--- config.mk ---
export PLATFORM = sky130hd
export DESIGN_NAME = mms_device_flat
export DESIGN_NICKNAME = d
export VERILOG_FILES = /design/src/shared/mms_pkg.sv /design/src/shared/mms_link_if.sv /design/src/hw/mms_device.sv /design/src/hw/mms_link_sampler.sv /design/src/flat_wrapper.sv
export SDC_FILE = /design/constraint.sdc
export NUM_CORES = 1
export LEC_CHECK = 0
export BUFFER_PORTS_ARGS = -buffer_cell sky130_fd_sc_hd__buf_4
export CAP_MARGIN = 20
export CORE_MARGIN = 1.5
export CORE_UTILIZATION = 62
export CTS_BUF_LIST = sky130_fd_sc_hd__clkbuf_16
export CTS_CLUSTER_DIAMETER = 200
export CTS_CLUSTER_SIZE = 30
export DETAILED_ROUTE_END_ITERATION = 6
export HOLD_SLACK_MARGIN = 0.15
export PLACE_DENSITY = 0.83
export SYNTH_ARGS = -nofsm -noshare
export SYNTH_HDL_FRONTEND = slang
export SYNTH_HIERARCHICAL = 1
export SYNTH_SLANG_ARGS = --single-unit
export TNS_END_PERCENT = 10
--- constraint.sdc ---
create_clock -name i_clk_sys -period 2.15 [get_ports i_clk_sys]
set_input_delay 0.215 -clock i_clk_sys [delete_from_list [all_inputs] [get_ports i_clk_sys]]
set_output_delay 0.215 -clock i_clk_sys [all_outputs]
set_load 0.05 [all_outputs]
--- src/shared/mms_pkg.sv ---
// constants shared by both ends of the mode-packet link
// assumes a 20 MHz system clock at each end and one mode packet per link cycle
package mms_pkg;

  // counter widths
  localparam int ONES_W = 8;
  localparam int ZEROS_W = 4;

  // mode packet codes on the enable line
  localparam logic [1:0] CODE_00 = 2'h0;
  localparam logic [1:0] CODE_11 = 2'h3;

  // packet counts and link-cycle times
  localparam logic [8:0] RESET_PACKET_COUNT = 9'h140; // 320 packets
  localparam logic [8:0] WAKE_PACKET_MIN = 9'h001;
  localparam logic [2:0] WAKE_PACKET_MAX = 3'h4;
  localparam logic [3:0] WAKE_OFFSET_MIN = 4'h4;
  localparam logic [3:0] WAKE_OFFSET_MAX = 4'h7;
  localparam logic [4:0] WAKE_TIMEOUT = 5'h14;       // 20 cycles
  localparam logic [9:0] SETTLE_TIME = 10'h020;      // 32 cycles
  localparam logic [9:0] RELOCK_TIME = 10'h2ee;      // 750 cycles
  localparam logic [1:0] REPLY_WINDOW = 2'h2;        // link cycles of reply
  localparam logic [9:0] REPLY_WAIT = 10'h00c;       // controller waits this

  // link clock divider: system cycles per link half period (400 ns link)
  localparam logic [2:0] LINK_HALF = 3'h4;
  localparam logic [2:0] LINK_DRIVE_PT = 3'h6;       // data change point

  // reply codes
  localparam logic [1:0] REPLY_NONE = 2'h0;
  localparam logic [1:0] REPLY_OKAY = 2'h1;
  localparam logic [1:0] REPLY_NACK = 2'h2;

  // controller register map (word index on the plain port)
  localparam logic [3:0] REG_CMD = 4'h0;
  localparam logic [3:0] REG_STATUS = 4'h1;
  localparam logic [1:0] OP_NONE = 2'h0;
  localparam logic [1:0] OP_RESET = 2'h1;
  localparam logic [1:0] OP_WAKE = 2'h2;
  localparam logic [1:0] OP_TRANS = 2'h3;

  // operating mode reported by the device
  localparam logic [1:0] MODE_RESET = 2'h0;
  localparam logic [1:0] MODE_STANDBY = 2'h1;
  localparam logic [1:0] MODE_ACTIVE = 2'h2;

endpackage : mms_pkg

--- src/shared/mms_link_if.sv ---
// link wires between the initiating controller and the memory device
// assumes the bench instantiates it and hands one modport to each end
`timescale 1ns/1ps
`default_nettype none
interface mms_link_if;
  logic       link_clk;    // link clock, made by the controller
  logic       enable_line; // serial mode packets, idles low
  logic       bus_ctrl;    // request start bit
  logic [1:0] reply;       // device reply code

  modport dev (input link_clk, input enable_line, input bus_ctrl,
               output reply);
  modport ctl (output link_clk, output enable_line, output bus_ctrl,
               input reply);
endinterface : mms_link_if
`default_nettype wire

--- src/hw/mms_device.sv ---
// responding device end: operating-mode state machine driven by runs of
// serial mode packets; assumes the controller end makes the link clock
//
// Chosen here: the user-side id-match and accept inputs and the status outputs.
`timescale 1ns/1ps
`default_nettype none
module mms_device #(
  parameter int ONES_W  = mms_pkg::ONES_W,
  parameter int ZEROS_W = mms_pkg::ZEROS_W
) (
  // clock and reset
  input  wire logic       i_clk_sys,
  input  wire logic       i_rst,
  // link to the controller
  mms_link_if.dev         link,
  // user side: addressing and acceptance of a framed request
  input  wire logic       i_id_match,
  input  wire logic       i_accept,
  // user side: status
  output logic [1:0]      o_mode,
  output logic            o_busy,
  output logic [7:0]      o_ones_run
);

  // framing machine states
  typedef enum logic [3:0] {
    power_apply_state,
    init_hold_state,
    idle_wait_state,
    decision_state,
    id_match_state,
    target_state,
    accept_state,
    refuse_state,
    reply_window_state
  } mms_state_type;

  mms_state_type        state_reg;          // current framing state
  mms_state_type        state_next;         // its next value
  logic [ONES_W-1:0]    ones_run_counter;   // code-11 run, in pairs
  logic                 ones_half_reg;      // low bit of the ones run
  logic [ZEROS_W-1:0]   zeros_run_counter;  // code-00 run
  logic [ONES_W:0]      ones_total;         // full ones run count
  logic                 fresh_reg;          // set from power-on until idle
  logic [3:0]           wake_cnt_reg;       // link cycles since wake packet
  logic                 wake_arm_reg;       // a wake packet has been seen
  logic [1:0]           win_cnt_reg;        // reply window length
  logic [1:0]           reply_reg;          // reply code on the link
  logic                 rise;               // link clock rising edge
  logic                 pkt_valid;          // a mode packet just closed
  logic [1:0]           pkt_code;           // its code
  logic                 start;              // request start bit seen
  logic                 reset_hit;          // ones run at reset count
  logic                 wake_hit;           // ones run at wake count
  logic                 timeout_hit;        // zeros run at wake timeout

  // pin synchroniser and packet framer
  mms_link_sampler u_sampler (
    .i_clk_sys   (i_clk_sys),
    .i_rst       (i_rst),
    .i_link_clk  (link.link_clk),
    .i_enable    (link.enable_line),
    .i_ctrl      (link.bus_ctrl),
    .o_rise      (rise),
    .o_pkt_valid (pkt_valid),
    .o_pkt_code  (pkt_code),
    .o_start     (start)
  );

  // the ones run is nine bits wide in total so that 320 fits; the
  // eight-bit counter holds the run in pairs of packets
  assign ones_total = {ones_run_counter, ones_half_reg};
  assign reset_hit = ones_total >= mms_pkg::RESET_PACKET_COUNT;
  assign wake_hit = ones_total >= mms_pkg::WAKE_PACKET_MIN;
  // integer compare cuts neither side; a four-bit run never reaches 20
  assign timeout_hit =
    int'(zeros_run_counter) >= int'(mms_pkg::WAKE_TIMEOUT);

  // run counters; codes 01 and 10 leave both untouched
  always_ff @(posedge i_clk_sys) begin
    if (i_rst) begin
      ones_run_counter <= '0;
      ones_half_reg <= 1'b0;
      zeros_run_counter <= '0;
    end else if (pkt_valid) begin
      unique case (pkt_code)
        mms_pkg::CODE_11: begin
          zeros_run_counter <= '0;
          if (~&ones_total) begin
            {ones_run_counter, ones_half_reg} <= ones_total + 1'b1;
          end
        end
        mms_pkg::CODE_00: begin
          ones_run_counter <= '0;
          ones_half_reg <= 1'b0;
          if (~&zeros_run_counter) begin
            zeros_run_counter <= zeros_run_counter + 1'b1;
          end
        end
        default: begin
          ones_half_reg <= ones_half_reg;
        end
      endcase
    end
  end

  // next-state choice; a reset run overrides every state but power_apply_state
  always_comb begin
    state_next = state_reg;
    if (state_reg != power_apply_state && reset_hit) begin
      state_next = init_hold_state;
    end else begin
      unique case (state_reg)
        power_apply_state: begin
          state_next = init_hold_state;
        end
        init_hold_state: begin
          // stays while 11s arrive; a 00 clears the run
          if (!wake_hit) begin
            state_next = decision_state;
          end
        end
        idle_wait_state: begin
          // active once the offset from the first wake packet has run
          if (wake_arm_reg && rise &&
              wake_cnt_reg == mms_pkg::WAKE_OFFSET_MIN - 4'h1) begin
            state_next = decision_state;
          end
        end
        decision_state: begin
          if (fresh_reg) begin
            state_next = idle_wait_state;
          end else if (start) begin
            state_next = id_match_state;
          end else if (timeout_hit) begin
            state_next = idle_wait_state;
          end
        end
        id_match_state: begin
          if (rise) begin
            state_next = i_id_match ? target_state : idle_wait_state;
          end
        end
        target_state: begin
          if (rise) begin
            state_next = i_accept ? accept_state : refuse_state;
          end
        end
        accept_state, refuse_state: begin
          state_next = reply_window_state;
        end
        reply_window_state: begin
          if (rise && win_cnt_reg == mms_pkg::REPLY_WINDOW - 2'h1) begin
            state_next = idle_wait_state;
          end
        end
        default: begin
          state_next = init_hold_state;
        end
      endcase
    end
  end

  // state register and mode output, both from power-on defined
  always_ff @(posedge i_clk_sys) begin
    if (i_rst) begin
      state_reg <= power_apply_state;
      o_mode <= mms_pkg::MODE_RESET;
      o_busy <= 1'b0;
    end else begin
      state_reg <= state_next;
      o_busy <= state_next != power_apply_state &&
                state_next != init_hold_state &&
                state_next != idle_wait_state &&
                state_next != decision_state;
      if (state_next == power_apply_state ||
          state_next == init_hold_state) begin
        o_mode <= mms_pkg::MODE_RESET;
      end else if (state_next == idle_wait_state) begin
        o_mode <= mms_pkg::MODE_STANDBY;
      end else begin
        o_mode <= mms_pkg::MODE_ACTIVE;
      end
    end
  end

  // power-up marker: cleared once the device first rests in standby
  always_ff @(posedge i_clk_sys) begin
    if (i_rst) begin
      fresh_reg <= 1'b1;
    end else if (state_reg == idle_wait_state) begin
      fresh_reg <= 1'b0;
    end
  end

  // wake offset counter, counted in link rising edges
  always_ff @(posedge i_clk_sys) begin
    if (i_rst || state_reg != idle_wait_state) begin
      wake_arm_reg <= 1'b0;
      wake_cnt_reg <= 4'h0;
    end else if (!wake_arm_reg) begin
      // a short wake run still counts from its first packet
      wake_arm_reg <= wake_hit;
    end else if (rise) begin
      wake_cnt_reg <= wake_cnt_reg + 4'h1;
    end
  end

  // reply window: code is held for a fixed number of link cycles
  always_ff @(posedge i_clk_sys) begin
    if (i_rst || state_reg == init_hold_state) begin
      reply_reg <= mms_pkg::REPLY_NONE;
      win_cnt_reg <= 2'h0;
    end else if (state_reg == accept_state) begin
      reply_reg <= mms_pkg::REPLY_OKAY;
      win_cnt_reg <= 2'h0;
    end else if (state_reg == refuse_state) begin
      reply_reg <= mms_pkg::REPLY_NACK;
      win_cnt_reg <= 2'h0;
    end else if (state_reg == reply_window_state) begin
      if (rise) begin
        win_cnt_reg <= win_cnt_reg + 2'h1;
      end
      // drop the code with the mode, so no reply stands in standby
      if (state_next != reply_window_state) begin
        reply_reg <= mms_pkg::REPLY_NONE;
      end
    end else begin
      reply_reg <= mms_pkg::REPLY_NONE;
    end
  end

  assign link.reply = reply_reg;

  // observation copy of the run counter
  always_ff @(posedge i_clk_sys) begin
    if (i_rst) begin
      o_ones_run <= 8'h0;
    end else begin
      o_ones_run <= 8'(ones_run_counter);
    end
  end

endmodule : mms_device
`default_nettype wire

--- src/hw/mms_link_sampler.sv ---
// link receiver: synchronises the link pins and frames one mode packet
// per link cycle; assumes the link clock is far slower than i_clk_sys
`timescale 1ns/1ps
`default_nettype none
module mms_link_sampler (
  // clock and reset
  input  wire logic       i_clk_sys,
  input  wire logic       i_rst,
  // raw link pins
  input  wire logic       i_link_clk,
  input  wire logic       i_enable,
  input  wire logic       i_ctrl,
  // framed events
  output logic            o_rise,
  output logic            o_pkt_valid,
  output logic [1:0]      o_pkt_code,
  output logic            o_start
);

  logic [1:0] clk_sync_reg;  // first stage read only by the second
  logic [1:0] en_sync_reg;
  logic [1:0] ctl_sync_reg;
  logic       clk_last_reg;  // edge detect stage behind the synchroniser
  logic       bit0_reg;      // first half of the current packet

  // two-flop synchronisers on every pin
  always_ff @(posedge i_clk_sys) begin
    if (i_rst) begin
      clk_sync_reg <= 2'h0;
      en_sync_reg <= 2'h0;
      ctl_sync_reg <= 2'h0;
      clk_last_reg <= 1'b0;
    end else begin
      clk_sync_reg <= {clk_sync_reg[0], i_link_clk};
      en_sync_reg <= {en_sync_reg[0], i_enable};
      ctl_sync_reg <= {ctl_sync_reg[0], i_ctrl};
      clk_last_reg <= clk_sync_reg[1];
    end
  end

  // bit 0 at the rising edge, bit 1 at the falling edge closes the packet
  always_ff @(posedge i_clk_sys) begin
    if (i_rst) begin
      bit0_reg <= 1'b0;
      o_rise <= 1'b0;
      o_pkt_valid <= 1'b0;
      o_pkt_code <= 2'h0;
      o_start <= 1'b0;
    end else begin
      o_rise <= clk_sync_reg[1] & ~clk_last_reg;
      o_start <= clk_sync_reg[1] & ~clk_last_reg & ctl_sync_reg[1];
      o_pkt_valid <= ~clk_sync_reg[1] & clk_last_reg;
      if (clk_sync_reg[1] & ~clk_last_reg) begin
        bit0_reg <= en_sync_reg[1];
      end
      if (~clk_sync_reg[1] & clk_last_reg) begin
        o_pkt_code <= {en_sync_reg[1], bit0_reg};
      end
    end
  end

endmodule : mms_link_sampler
`default_nettype wire

--- src/flat_wrapper.sv ---
// flat-port wrapper written by rule: the top's interface ports become plain ports
module mms_device_flat 
#(
  parameter int ONES_W  = mms_pkg::ONES_W,
  parameter int ZEROS_W = mms_pkg::ZEROS_W
)
  (i_clk_sys, i_rst, i_id_match, i_accept, o_mode, o_busy, o_ones_run, link_link_clk, link_enable_line, link_bus_ctrl, link_reply);
  mms_link_if link_i ();
  input  wire logic i_clk_sys;
  input  wire logic i_rst;
  input  wire logic i_id_match;
  input  wire logic i_accept;
  output logic [1:0] o_mode;
  output logic o_busy;
  output logic [7:0] o_ones_run;
  input wire logic [$bits(link_i.link_clk)-1:0] link_link_clk;
  input wire logic [$bits(link_i.enable_line)-1:0] link_enable_line;
  input wire logic [$bits(link_i.bus_ctrl)-1:0] link_bus_ctrl;
  output wire logic [$bits(link_i.reply)-1:0] link_reply;
  assign link_i.link_clk = link_link_clk;
  assign link_i.enable_line = link_enable_line;
  assign link_i.bus_ctrl = link_bus_ctrl;
  assign link_reply = link_i.reply;
  mms_device #(.ONES_W(ONES_W), .ZEROS_W(ZEROS_W)) u_core (.i_clk_sys(i_clk_sys), .i_rst(i_rst), .link(link_i), .i_id_match(i_id_match), .i_accept(i_accept), .o_mode(o_mode), .o_busy(o_busy), .o_ones_run(o_ones_run));
endmodule
==> results.md <==
* Status: complete, no violations
* Startpoint Class: flop
* Post-place setup slack at 0.5052 ns
* Post-layout min period at 1.690 ns
* Worst R2R Setup Slack at 0.46 ns
* Max-slew violation count at 0
* Routed WL per cell at 14.25 um
* Largest area contributor in the netlist: dfxtp_1
* Setup crit end kind: flop
* FMAX at 591.7 MHz
* DP Wirelength at 2692 um
* Leak at 0.8939 nW
* Cell-internal power at 1.586 mW
* RSZ-0062 raised after global routing: false
* Largest regs: u_core/o_ones_run: 8 flops, u_core/ones_run_counter: 8 flops
* Die height at 59.83 um
* Die area at 0.003579 mm2
* CORE AREA at 0.003053 mm2
* Final Cell Area at 0.002365 mm2
* First-pass GRT wire length at 6292 um
* Post-Syn Instances at 209
* Reg2Reg Launch Point: u_core/u_sampler/o_rise$_SDFF_PP0_
* Syn Area/Cell at 9.579 um2
* Most common cell in the netlist: dfxtp_1
* Worst R2R Path Depth at 5
* Sequential share of power at 0.458
* Initial DRT Pass Iterations at 5
* Sw Pwr at 0.3745 mW
* Final nets at 242
* Launch point of the worst path: u_core/u_sampler/o_rise$_SDFF_PP0_
* Post-CTS sizing at 0
* Syn Nets at 221
* Worst Max-Slew Pin Slew at 0.5428 ns
* H-tree levels at 2
* Clock Skews at 0.004369 ns
* Final worst-path cycle share at 0.7861
* Final Util at 0.7746
* Synth area leaders: dfxtp_1 (47%), nor2b_1 (5.0%), nor2_1 (4.7%)
* TritonCTS Buffers at 5
* DRC at 0
* DR vias at 1,576
* Top-area cell type share of the netlist area at 0.4700
* Gpl congestion at 0.8753
* Initial DRC count at 91
* Combinational Power Share at 0.046
* Rows at 20
* Clk_lat worst skew at 0.29 ns
* Worst Path Arrival at 1.92 ns
* Area after DPL at 0.002146 mm2
* Clock power share at 0.496
* Most frequent cells after synthesis: dfxtp_1 (47), nor2_1 (25), nor2b_1 (16)
* Max cap viols at 0
* Post-synth cell types at 47
* Sequential share of the synthesized area at 0.4700
* Power per standard cell area at 828.9 mW/mm2
* Synth Cell Area at 0.002002 mm2
* Vias in the first global route at 1,477
* Crit path kind: flop to flop
* Yosys reg bits at 47
* Worst setup endpoint: u_core/o_mode[0]$_SDFF_PP0_
* Switching Fraction at 0.1911
* Clock Sinks at 47
* IO buf count at 19
* Total grt overflow at 0
* Synthesis-to-layout area growth at 18.13%
* DIE WIDTH at 59.83 um
* Total Wirelength at 3920 um
* Final WS setup at 0.4600 ns
* Hold Slack at 0.2953 ns
* Setup TNS at 0 ns
* Post-synth ARST share at 0
* Slew Limit Headroom at 0.6374
* EDFF count, synth at 0
* TritonCTS clock tree: built
* CP required at 2.38 ns
* Vias per cell at 5.731
* Total global-route track usage at 0.2381
* Initial antenna violation count at 0
* Clk buf depth at 2
* Max VDD drop at 0.6158 mV
* Share of cells above drive strength 1 at 0.1515
* Final setup viols at 0
* Inserted Diodes at 0
* Largest net degree at the start of global routing at 32
* CTS root buf: clkbuf_16
* Final hold vios at 0
* Initial Utilization at 0.6557
* Main synth FF type: dfxtp_1
* Post-route ant nets at 0
* Hold Crit Class: primary input to flop
* Reg-to-reg critical path endpoint: u_core/o_mode[0]$_SDFF_PP0_
* I/O pins at 20
* Worst-path fanout max at 10
* Ys Warns at 6
* Reg clk slew, reported paths at 0.06 ns
==> what timing repair did <==
item                                    in CTS  in global routing
setup buffers                                0                  0
endpoints found under the setup margin       0                  0
hold buffers                                 3                  0
endpoints found under the hold margin        3                  0
==> layer usage <==
metal	share of wire	global-route usage
met5	0	0
met4	0.022	0.1175
met3	0.059	0.09740
met2	0.50	0.3851
met1	0.41	0.2695
==> power groups by stage <==
stage / sequential [mW] / clock (mW) / combinational [mW]
after floorplan: 0.915 / 0 / 0.0602
after global placement: 0.916 / 0 / 0.0803
after detailed placement: 0.917 / 0 / 0.0837
after CTS: 0.898 / 0.984 / 0.0893
after global routing: 0.899 / 1.03 / 0.0977
final: 0.898 / 0.972 / 0.0900
==> worst min-delay path by stage <==
stage,startpoint,end,slack (ns),depth (start not counted)
4_1_cts,i_rst,u_core/o_ones_run[6]$_SDFF_PP0_,0.29,2
2_1_floorplan,i_rst,u_core/o_ones_run[1]$_SDFF_PP0_,0.29,1
3_3_place_gp,u_core/u_sampler/ctl_sync_reg[1]$_SDFF_PP0_,u_core/u_sampler/o_start$_SDFF_PP0_,0.41,1
6_report,i_id_match,u_core/state_reg[2]$_SDFF_PP0_,0.30,5
5_1_grt,i_rst,u_core/o_ones_run[3]$_SDFF_PP0_,0.32,2
3_5_place_dp,u_core/u_sampler/ctl_sync_reg[1]$_SDFF_PP0_,u_core/u_sampler/o_start$_SDFF_PP0_,0.42,1
==> logic make-up (layout without fill, tap and decap cells) <==
group | Yosys count | after routing | synth area share
AO/OA/AOI/OAI | 29 | 29 | 0.1138
XOR/XNOR | 12 | 12 | 0.05250
AND/OR/NAND/NOR | 98 | 98 | 0.2775
adder cells (fa/ha/maj) | 5 | 5 | 0.03125
buffers and inverters | 15 | 37 | 0.04000
flip-flops | 47 | 47 | 0.4700
multiplexers | 3 | 3 | 0.01500
==> cells in the final DEF, fill, tap and decap left out, types with 4 or more instances in the layout <==
cell type	n
dfxtp_1	47
nor2_1	25
buf_4	19
nor2b_1	16
nand2_1	13
nand3_1	9
inv_1	8
xnor2_1	8
a21oi_1	7
clkbuf_16	5
and3_1	5
nand2b_1	5
ha_1	5
xor2_1	4
==> critical path: stages (launching register included) <==
cell      delay (ns)
dfxtp_1         0.51
nor4bb_1        0.52
a22oi_1         0.17
o221ai_1        0.11
and2b_1         0.19
and3_1          0.14
==> per-stage QoR <==
stage          instances  total power [mW]
6_report             275             1.960
5_1_grt              275             2.026
4_1_cts              275             1.971
3_5_place_dp         264             1.000
3_3_place_gp         264            0.9960
2_1_floorplan        209            0.9752
==> final cells by class <==
| cell class | instances | area, um2 |
|---|---|---|
| fill | 214 | 688.2 |
| clock buffer | 5 | 125.1 |
| timing repair buffer | 22 | 172.7 |
| clock inverter | 3 | 63.81 |
| multi-input combinational | 147 | 980.9 |
| inverter | 7 | 26.28 |
| sequential | 47 | 940.9 |
| tap | 44 | 55.05 |
Power figures use the tool's default switching activity.
